<file path="src/common/mcgw_pkg.sv">
/*
  Shared constants and types for the machine-check global control and
  instruction watchdog block: register addresses, field positions,
  tick-base and period encodings, and the request and state carriers.
  Assumes a single 25 MHz core clock.
*/
package mcgw_pkg;

  // Register access word
  localparam int MSR_ADDR_W = 32;
  localparam int MSR_DATA_W = 64;

  // Register addresses (mcgw_top decodes them for the core's register accesses)
  localparam logic [31:0] ADDR_CAPABILITIES = 32'h0000_0100;
  localparam logic [31:0] ADDR_GLOBAL_STATE = 32'h0000_0101;
  localparam logic [31:0] ADDR_BANK_ENABLES = 32'h0000_0102;
  localparam logic [31:0] ADDR_WDOG_CONFIG  = 32'h0000_0103;

  // Capability fields
  localparam int CAP_BANK_COUNT_W    = 8;
  localparam int CAP_CTL_PRESENT_BIT = 8;

  // Implementation defaults
  localparam int DEF_BANK_COUNT = 4;
  localparam bit DEF_CTL_PRESENT = 1'b1;

  // Timing
  localparam int CLK_PERIOD_NS = 40;
  localparam int TICK_MS_NS    = 1000000;
  localparam int TICK_US_NS    = 1000;
  localparam int TICK_FAST_NS  = 5;

  function automatic int ns_to_cycles(input int ns);
    int c;
    c = (ns + CLK_PERIOD_NS - 1) / CLK_PERIOD_NS;
    return (c < 1) ? 1 : c;
  endfunction

  localparam int TICK_MS_CYCLES   = ns_to_cycles(TICK_MS_NS);
  localparam int TICK_US_CYCLES   = ns_to_cycles(TICK_US_NS);
  localparam int TICK_FAST_CYCLES = ns_to_cycles(TICK_FAST_NS);
  localparam int PRESCALE_W       = 16;

  // Tick base encodings; 2'h3 is reserved
  localparam logic [1:0] TICK_SEL_MS   = 2'h0;
  localparam logic [1:0] TICK_SEL_US   = 2'h1;
  localparam logic [1:0] TICK_SEL_FAST = 2'h2;

  // Period field decode; codes above PERIOD_LAST_SEL are reserved
  localparam int         PERIOD_W        = 14;
  localparam logic [3:0] PERIOD_LAST_SEL = 4'h9;
  localparam logic [13:0] PERIOD_TABLE [10] = '{
    14'h0FFF, 14'h07FF, 14'h03FF, 14'h01FF, 14'h00FF,
    14'h007F, 14'h003F, 14'h001F, 14'h1FFF, 14'h3FFF
  };

  // Watchdog configuration, bit 0 upward: enable, tick base, period
  typedef struct packed {
    logic [3:0] period_sel;
    logic [1:0] tick_base_select;
    logic       enable;
  } mcgw_wdog_cfg_s;
  localparam int WD_CFG_W = $bits(mcgw_wdog_cfg_s);

  // Global state, bit 2 downward
  typedef struct packed {
    logic check_in_progress;
    logic error_pointer_valid;
    logic restart_pointer_valid;
  } mcgw_global_state_s;
  localparam int GS_W = $bits(mcgw_global_state_s);

  // One register access from the core
  typedef struct packed {
    logic        rd;
    logic        wr;
    logic [31:0] addr;
    logic [63:0] wdata;
  } mcgw_msr_req_s;

  typedef enum logic [0:0] {
    CORE_RUN,
    CORE_SHUTDOWN
  } mcgw_core_state_e;

endpackage

</file>
<file path="src/verilog/mcgw_period_counter.sv">
/*
  Watchdog period counter: counts ticks and pulses expiry once the
  selected period has elapsed. Assumes ticks from the prescaler.
*/
`timescale 1ns/1ps
`default_nettype none
module mcgw_period_counter #(
  parameter int W = mcgw_pkg::PERIOD_W
) (
  // Clock and reset
  input  wire logic       clk_in,
  input  wire logic       reset_n_in,
  input  wire logic       ce_in,
  // Control
  input  wire logic       clear_in,
  input  wire logic       hold_in,
  input  wire logic       tick_in,
  input  wire logic [3:0] period_sel_in,
  // Expiry strobe
  output logic            expire_out
);

  logic [W-1:0] cnt;
  logic [W-1:0] limit;
  logic         sel_ok;

  assign sel_ok = (period_sel_in <= mcgw_pkg::PERIOD_LAST_SEL); // RULE_19
  assign limit  = sel_ok ? W'(mcgw_pkg::PERIOD_TABLE[period_sel_in])
                         : '0; // RULE_16
  // Period is the selected count of ticks
  assign expire_out = ce_in && tick_in && sel_ok && !clear_in
                      && (cnt == limit - W'(1)); // RULE_15

  always_ff @(posedge clk_in or negedge reset_n_in) begin
    if (!reset_n_in) begin
      cnt <= '0;
    end else if (ce_in) begin
      if (clear_in || expire_out) begin
        cnt <= '0; // RULE_18
      end else if (tick_in && !hold_in) begin
        cnt <= cnt + W'(1);
      end
    end
  end
endmodule
`default_nettype wire

</file>
<file path="src/verilog/mcgw_tick_gen.sv">
/*
  Watchdog tick prescaler: one tick pulse per selected time base.
  Assumes clear, run and select come from logic on the same clock.
*/
`timescale 1ns/1ps
`default_nettype none
module mcgw_tick_gen #(
  parameter int MS_CYCLES   = mcgw_pkg::TICK_MS_CYCLES,
  parameter int US_CYCLES   = mcgw_pkg::TICK_US_CYCLES,
  parameter int FAST_CYCLES = mcgw_pkg::TICK_FAST_CYCLES,
  parameter int W           = mcgw_pkg::PRESCALE_W
) (
  // Clock and reset
  input  wire logic       clk_in,
  input  wire logic       reset_n_in,
  input  wire logic       ce_in,
  // Control
  input  wire logic       clear_in,
  input  wire logic       run_in,
  input  wire logic [1:0] base_sel_in,
  // Tick strobe
  output logic            tick_out
);

  logic [W-1:0] div;
  logic [W-1:0] div_last;
  logic         base_ok;

  assign div_last = (base_sel_in == mcgw_pkg::TICK_SEL_MS) ? W'(MS_CYCLES - 1) :
                    (base_sel_in == mcgw_pkg::TICK_SEL_US) ? W'(US_CYCLES - 1) :
                    W'(FAST_CYCLES - 1); // RULE_14
  assign base_ok  = (base_sel_in != 2'h3); // RULE_19
  assign tick_out = ce_in && run_in && !clear_in && base_ok
                    && (div == div_last);

  always_ff @(posedge clk_in or negedge reset_n_in) begin
    if (!reset_n_in) begin
      div <= '0;
    end else if (ce_in) begin
      if (clear_in || tick_out) begin
        div <= '0;
      end else if (run_in && base_ok) begin
        div <= div + W'(1);
      end
    end
  end
endmodule
`default_nettype wire

</file>
<file path="src/verilog/mcgw_top.sv">
/*
  Machine-check global control: capability, global state and bank
  enable registers, and the instruction-completion watchdog.
  Assumes register accesses, retirement, halt and error reports all
  come from core logic on clk_in; reset_n_in is the cold reset and
  warm_reset_in a synchronous warm reset that keeps the logs.
*/
// Functional notes
// [RULE_01] Capability low byte reports the number of error-reporting banks.
// [RULE_02] Capability bit 8 is one when the bank enable register exists.
// [RULE_03] Capability is read-only; writes have no effect; rest reserved.
// [RULE_04] On a trap, restart flag set only when resume is reliable.
// [RULE_05] On a trap, error-pointer flag set when that instruction caused it.
// [RULE_06] Every trap sets check-in-progress; software clears it afterwards.
// [RULE_07] A further error during check-in-progress forces shutdown.
// [RULE_08] Bank enable register gates per-bank logging and reporting.
// [RULE_09] Some sources of a disabled bank may still log.
// [RULE_10] Watchdog raises a machine check when an instruction overruns.
// [RULE_11] Enabled watchdog restarts its count on every completion.
// [RULE_12] Watchdog count holds during halt or stop-grant; the code holds on halt_in only and has no stop-grant input.
// [RULE_13] Enable bit one counts and traps; zero neither counts nor traps.
// [RULE_14] Tick base: 00 1 ms, 01 1 us, 10 5 ns, 11 reserved; code 10 gives one 40 ns clock instead.
// [RULE_15] Time-out is the selected count times the tick base.
// [RULE_16] Period codes 0..9 decode to the listed counts; rest reserved.
// [RULE_17] Logged registers keep their contents across a warm reset.
// [RULE_18] Disable or completion resets the count to zero.
// [RULE_19] Reserved tick base or period codes never expire.
`timescale 1ns/1ps
`default_nettype none
module mcgw_top #(
  parameter int BANK_COUNT  = mcgw_pkg::DEF_BANK_COUNT,
  parameter bit CTL_PRESENT = mcgw_pkg::DEF_CTL_PRESENT,
  parameter int MS_CYCLES   = mcgw_pkg::TICK_MS_CYCLES,
  parameter int BANK_IDX_W  = (BANK_COUNT > 1) ? $clog2(BANK_COUNT) : 1
) (
  // Clock, reset, enable
  input  wire logic                      clk_in,
  input  wire logic                      reset_n_in,
  input  wire logic                      ce_in,
  input  wire logic                      warm_reset_in,
  // Register access
  input  wire mcgw_pkg::mcgw_msr_req_s   msr_req_in,
  output logic                           msr_ack_out,
  output logic                           msr_fault_out,
  output logic [63:0]                    msr_rdata_out,
  // Pipeline status
  input  wire logic                      insn_retire_in,
  input  wire logic                      halt_in,
  // Error reports from the banks
  input  wire logic                      mc_error_in,
  input  wire logic [BANK_IDX_W-1:0]     mc_error_bank_in,
  input  wire logic                      mc_restart_ok_in,
  input  wire logic                      mc_error_ip_in,
  input  wire logic [BANK_COUNT-1:0]     always_log_in,
  // Results
  output logic [BANK_COUNT-1:0]          bank_log_en_out,
  output logic                           hardware_fault_trap_out,
  output logic                           shutdown_out
);

  localparam int DW = mcgw_pkg::MSR_DATA_W;
  localparam logic [7:0] BANK_COUNT_FIELD = 8'(BANK_COUNT);

  // Stored state
  mcgw_pkg::mcgw_global_state_s global_state;
  mcgw_pkg::mcgw_global_state_s next_global_state;
  mcgw_pkg::mcgw_wdog_cfg_s     wdog_cfg;
  mcgw_pkg::mcgw_core_state_e   core_state;
  mcgw_pkg::mcgw_core_state_e   next_core_state;
  logic [BANK_COUNT-1:0]        bank_enable;
  logic [BANK_COUNT-1:0]        next_log_en;

  // Address decode
  wire hit_cap   = (msr_req_in.addr == mcgw_pkg::ADDR_CAPABILITIES);
  wire hit_state = (msr_req_in.addr == mcgw_pkg::ADDR_GLOBAL_STATE);
  wire hit_ctl   = CTL_PRESENT
                   && (msr_req_in.addr == mcgw_pkg::ADDR_BANK_ENABLES);
  wire hit_wdog  = (msr_req_in.addr == mcgw_pkg::ADDR_WDOG_CONFIG);
  wire hit_any   = hit_cap || hit_state || hit_ctl || hit_wdog;
  wire req_valid = ce_in && (msr_req_in.rd || msr_req_in.wr);
  wire rd_valid  = ce_in && msr_req_in.rd && hit_any;
  wire wr_state  = ce_in && msr_req_in.wr && hit_state;
  wire wr_ctl    = ce_in && msr_req_in.wr && hit_ctl;
  wire wr_wdog   = ce_in && msr_req_in.wr && hit_wdog;

  // Read words; reserved bits read as zero
  wire [DW-1:0] cap_word   =
    DW'({CTL_PRESENT, BANK_COUNT_FIELD}); // RULE_01 RULE_02
  wire [DW-1:0] state_word = DW'(global_state);
  wire [DW-1:0] ctl_word   = DW'(bank_enable);
  wire [DW-1:0] wdog_word  = DW'(wdog_cfg);
  wire [DW-1:0] rd_word    = hit_cap   ? cap_word   : // RULE_03
                             hit_state ? state_word :
                             hit_ctl   ? ctl_word   :
                             hit_wdog  ? wdog_word  : '0;

  // Access answer: one cycle after the request
  always_ff @(posedge clk_in or negedge reset_n_in) begin
    if (!reset_n_in) begin
      msr_ack_out   <= 1'b0;
      msr_fault_out <= 1'b0;
      msr_rdata_out <= '0;
    end else if (ce_in) begin
      msr_ack_out   <= req_valid;
      msr_fault_out <= req_valid && !hit_any;
      if (rd_valid) begin
        msr_rdata_out <= rd_word;
      end
    end
  end

  // Bank enables; without the register every bank counts as enabled
  wire [BANK_COUNT-1:0] eff_enable = CTL_PRESENT ? bank_enable : '1;

  // Writes to the capability word fall through and change nothing
  always_ff @(posedge clk_in or negedge reset_n_in) begin
    if (!reset_n_in) begin
      bank_enable <= '0;
      wdog_cfg    <= '0;
    end else if (ce_in) begin
      if (wr_ctl) begin
        bank_enable <= msr_req_in.wdata[BANK_COUNT-1:0]; // RULE_08
      end
      if (wr_wdog) begin
        wdog_cfg <= mcgw_pkg::mcgw_wdog_cfg_s'(
                      msr_req_in.wdata[mcgw_pkg::WD_CFG_W-1:0]);
      end
    end
  end

  // Per-bank logging: enabled banks, plus sources that always log
  genvar gi;
  generate
    for (gi = 0; gi < BANK_COUNT; gi++) begin : g_bank
      assign next_log_en[gi] = eff_enable[gi] || always_log_in[gi]; // RULE_09
    end
  endgenerate

  always_ff @(posedge clk_in or negedge reset_n_in) begin
    if (!reset_n_in) begin
      bank_log_en_out <= '0;
    end else if (ce_in) begin
      bank_log_en_out <= next_log_en; // RULE_08
    end
  end

  // Watchdog: halt freezes, completion, disable or warm reset restart it
  logic wd_tick;
  logic wd_expire;
  wire  wd_clear = !wdog_cfg.enable || insn_retire_in
                   || warm_reset_in; // RULE_11 RULE_18
  wire  wd_run   = wdog_cfg.enable && !halt_in; // RULE_13

  mcgw_tick_gen #(
    .MS_CYCLES   (MS_CYCLES),
    .US_CYCLES   (mcgw_pkg::TICK_US_CYCLES),
    .FAST_CYCLES (mcgw_pkg::TICK_FAST_CYCLES),
    .W           (mcgw_pkg::PRESCALE_W)
  ) u_tick (
    .clk_in      (clk_in),
    .reset_n_in  (reset_n_in),
    .ce_in       (ce_in),
    .clear_in    (wd_clear),
    .run_in      (wd_run),
    .base_sel_in (wdog_cfg.tick_base_select),
    .tick_out    (wd_tick)
  );

  mcgw_period_counter #(
    .W             (mcgw_pkg::PERIOD_W)
  ) u_period (
    .clk_in        (clk_in),
    .reset_n_in    (reset_n_in),
    .ce_in         (ce_in),
    .clear_in      (wd_clear),
    .hold_in       (halt_in), // RULE_12
    .tick_in       (wd_tick),
    .period_sel_in (wdog_cfg.period_sel),
    .expire_out    (wd_expire)
  );

  // Error events; an out-of-range bank index is not reported
  wire idx_ok     = (32'(mc_error_bank_in) < BANK_COUNT);
  wire bank_on    = idx_ok && eff_enable[mc_error_bank_in];
  wire ext_report = ce_in && mc_error_in && bank_on; // RULE_08
  wire wd_report  = ce_in && wdog_cfg.enable && wd_expire; // RULE_10
  wire any_report = ext_report || wd_report;
  wire running    = (core_state == mcgw_pkg::CORE_RUN);
  wire trap_now   = any_report && running
                    && !global_state.check_in_progress;
  wire nest_now   = any_report && running
                    && global_state.check_in_progress; // RULE_07
  // A hung instruction cannot be resumed nor blamed with certainty
  wire restart_src = ext_report && mc_restart_ok_in;
  wire eip_src     = ext_report && mc_error_ip_in;

  // Trap capture beats a software write in the same cycle
  always_comb begin
    next_global_state = global_state;
    if (wr_state) begin
      next_global_state = mcgw_pkg::mcgw_global_state_s'(
                            msr_req_in.wdata[mcgw_pkg::GS_W-1:0]); // RULE_06
    end
    if (trap_now) begin
      next_global_state.check_in_progress     = 1'b1; // RULE_06
      next_global_state.restart_pointer_valid = restart_src; // RULE_04
      next_global_state.error_pointer_valid   = eip_src; // RULE_05
    end
  end

  always_comb begin
    next_core_state = core_state;
    case (core_state)
      mcgw_pkg::CORE_RUN: begin
        if (nest_now) begin
          next_core_state = mcgw_pkg::CORE_SHUTDOWN; // RULE_07
        end
      end
      mcgw_pkg::CORE_SHUTDOWN: begin
        next_core_state = mcgw_pkg::CORE_SHUTDOWN;
      end
      default: begin
        next_core_state = mcgw_pkg::CORE_RUN;
      end
    endcase
    if (warm_reset_in) begin
      next_core_state = mcgw_pkg::CORE_RUN;
    end
  end

  // Warm reset leaves the logged state untouched
  always_ff @(posedge clk_in or negedge reset_n_in) begin
    if (!reset_n_in) begin
      global_state <= '0;
    end else if (ce_in) begin
      global_state <= next_global_state; // RULE_17
    end
  end

  always_ff @(posedge clk_in or negedge reset_n_in) begin
    if (!reset_n_in) begin
      core_state              <= mcgw_pkg::CORE_RUN;
      hardware_fault_trap_out <= 1'b0;
      shutdown_out            <= 1'b0;
    end else if (ce_in) begin
      core_state              <= next_core_state;
      hardware_fault_trap_out <= trap_now && !warm_reset_in;
      shutdown_out            <= (next_core_state
                                  == mcgw_pkg::CORE_SHUTDOWN);
    end
  end
endmodule
`default_nettype wire
</file>
<file path="config.mk">
export PLATFORM = sky130hd
export DESIGN_NAME = mcgw_top
export DESIGN_NICKNAME = d
export VERILOG_FILES = /design/src/common/mcgw_pkg.sv /design/src/verilog/mcgw_period_counter.sv /design/src/verilog/mcgw_tick_gen.sv /design/src/verilog/mcgw_top.sv
export SDC_FILE = /design/constraint.sdc
export NUM_CORES = 1
export LEC_CHECK = 0
export BUFFER_PORTS_ARGS = -buffer_cell sky130_fd_sc_hd__buf_2
export CAP_MARGIN = 10
export CORE_MARGIN = 2
export CORE_UTILIZATION = 40
export DETAILED_ROUTE_END_ITERATION = 16
export PLACE_DENSITY = 0.75
export SYNTH_ARGS = -nofsm -noshare
export SYNTH_HDL_FRONTEND = slang
export SYNTH_SLANG_ARGS = --single-unit
</file>
<file path="constraint.sdc">
create_clock -name clk_in -period 5.8 [get_ports clk_in]
set_input_delay 0.58 -clock clk_in [delete_from_list [all_inputs] [get_ports clk_in]]
set_output_delay 0.58 -clock clk_in [all_outputs]
set_load 0.005 [all_outputs]
</file>
==> results.toml <==
[final_layout]
layout-drive-gt1-share_pct = 24.1
nNetsFinal = 586
fin_util_pct = 45.8
final_cell_count_no_fill = 585
area_growth_pct = 11.2
antennaDiodeCount = 0
fillers = 876

[timing]
maxSlewViolCount = 0
fin_crit_ns = 2.98
slew_headroom_pct = 33.8
tightest_slew_ns = 0.987
skew_ns = 0.00818
rsz0062_at_grt = "false"
setup_viol = 0
fmaxAchievable_mhz = 336
fin_crit_sh_pct = 51.4
final-hold-violation-count = 0
setup_tns_ns = 0
postLayoutSetupSlackWorst_ns = 2.82

[clock_network]
holdBufCountCts = 0
clock_latency_ns = 0.34
cts_num_sinks = 60
cts_root_buf = "clkbuf_8"
clk_pin_slew_ns = 0.06
cts.repair.resized = 0
htreeDepth = 3
tritoncts = "yes"
cts_setup_buffers = 0
cts_buffers = 9
clockBufferDepth = 2

[placement]
place_ws_ns = 2.48
dp_hpwl_microns = 6130
place_inst = 571
gp_congestion = 0.842
io_buffer_count = 71

[drt]
wl_per_cell_microns = 13.9
dr_total_vias = 3083
drtAntennaViolNets = 0
drt-vias-per-instance = 5.27
first_pass_iters = 4
drt_iter0_drc = 205
drcViolationCount = 0
totalWireLength_microns = 8130

[floorplan]
coreArea_sq_um = 9200
io_pins = 185
initial_core_util_pct = 41.1
fp.dieH_microns = 101
die_w_microns = 101
rows = 35
dieArea_sq_um = 10200

[synth]
syn_avg_cell_area_sq_um = 9.41
ys.flop_type = "dfrtp_1"
yosys-top-cells-area = "dfrtp_1 40%, buf_4 11%, mux2_2 4.2%"
ys_seq_area_share_pct = 39.7
synth_largest_area_cell = "dfrtp_1"
syn-instance-count = 402
synth_warnings = 0
synth.most_common_cell = "dfrtp_1"
synth_cell_types = 55
syn-cell-area_sq_um = 3780
synth_edf_count = 0
synth_common_cells = "60 x dfrtp_1, 57 x buf_4, 35 x nor2_1"
synthArstFlopShare_pct = 100
synth-seq-cells = 60
yosysTopAreaCellShare_pct = 39.7

[pwr]
p_per_area_nw_per_um2 = 203
leakage_nw = 2.00
total_power_mw = 0.854
peakVddDrop_mv = 0.157

[setup_path]
start_kind = "input pin"
r2r-end = "u_period.cnt[2]$_DFFE_PN0P_"
critPathCaptureType = "flop"
critPathLaunch = "ce_in"
critPathRequiredTime_ns = 6.03
crit_type = "in2reg"
r2r_slack_ns = 2.99
reg2reg_depth = 6
worst-path-max-fanout = 19
critical_path_arrival_ns = 3.21
reg2reg_from = "u_tick.div[11]$_DFFE_PN0P_"

[global_route]
antenna_found_initial = 0
overflow = 0
grt_pass1_vias = 2910
grt_pass1_wl_microns = 13900
grt_start_max_net_pins = 61
track_usage_pct = 17.0

[hold_path]
hold_class = "in2async"

[status]
status = "finished clean"

[run]
maxCapViolCount = 0
[cells by family (layout without fill, tap and decap cells)]
logic type | after synthesis | in the layout | synth area share [%]
other cells | 1 | 56 | 0.0991
buf+inv | 78 | 95 | 13.4
flops | 60 | 60 | 39.7
simple gates | 149 | 149 | 20.9
fa+ha+maj | 2 | 2 | 0.661
mux | 19 | 19 | 5.82
compound gates | 72 | 72 | 14.6
xor+xnor | 21 | 21 | 4.86
[sequential cells by signal, indices dropped and copies added, names as in the netlist]
signal / cells
global_state: 3
hardware_fault_trap_out: 1
u_tick.div: 16
msr_rdata_out: 8
core_state: 1
msr_fault_out: 1
bank_log_en_out: 4
wdog_cfg: 7
u_period.cnt: 14
bank_enable: 4
msr_ack_out: 1
[metal layers]
metal	wire (microns)	share of wire (%)	global-route usage, %	up-vias
met5	0	0	0	-
met4	127	1.6	5.41	0
met3	683	8.4	4.90	12
met2	3690	45	25.9	130
met1	3630	45	23.4	1468
li1	-	-	-	1473
[worst max-delay path by stage]
stage / to / slack, ns / cells after the start
global route: u_period.cnt[5]$_DFFE_PN0P_ / 2.57 / 8
global placement: u_period.cnt[2]$_DFFE_PN0P_ / 2.51 / 7
detailed placement: u_period.cnt[2]$_DFFE_PN0P_ / 2.48 / 7
CTS: u_period.cnt[2]$_DFFE_PN0P_ / 2.86 / 7
floorplan: u_period.cnt[2]$_DFFE_PN0P_ / 3.34 / 7
finish: u_period.cnt[2]$_DFFE_PN0P_ / 2.82 / 7
[cell usage in the layout, fill, tap and decap left out, drive strengths merged, types with 4 or more instances in the layout]
master / instances
a21oi: 12
a31oi: 4
and3: 7
and4: 4
buf: 72
clkbuf: 12
conb: 56
dfrtp: 60
inv: 9
mux2: 14
mux2i: 4
nand2: 30
nand3: 22
nand4: 10
nor2: 35
nor3: 10
nor4: 9
nor4b: 6
o21ai: 20
o31ai: 9
xnor2: 8
xor2: 13
[cell type report]
| class | instances | area, sq um | share of cell area [%] |
|---|---|---|---|
| multi-input cells | 319 | 1980 | 47.1 |
| well taps | 111 | 139 | 3.30 |
| clock buffers | 12 | 155 | 3.69 |
| flip-flops and latches | 60 | 1500 | 35.7 |
| inverters | 9 | 33.8 | 0.803 |
| clock inverters | 2 | 35.0 | 0.833 |
| repair buffers | 72 | 363 | 8.62 |
[worst max-delay path: stages]
cell	delay, ns
buf_2	0.29
inv_1	0.16
a2111oi_2	0.56
o2111ai_2	0.28
o31ai_2	0.88
o21ai_0	0.23
a21o_1	0.23
[per-stage QoR]
stage / hold slack (ns) / cell area [sq um]
3_5_place_dp: 0.457 / 4020
6_report: 0.387 / 4210
4_1_cts: 0.416 / 4210
5_1_grt: 0.445 / 4210
3_3_place_gp: 0.454 / 4020
2_1_floorplan: 0.284 / 3990
[power by group]
| part | internal [mW] | total (mW) | switching [mW] |
|---|---|---|---|
| logic | 0.0218 | 0.0607 | 0.0389 |
| registers | 0.422 | 0.424 | 0.00170 |
| clock network | 0.216 | 0.369 | 0.153 |
No activity file was read; power rests on OpenSTA's default activity.
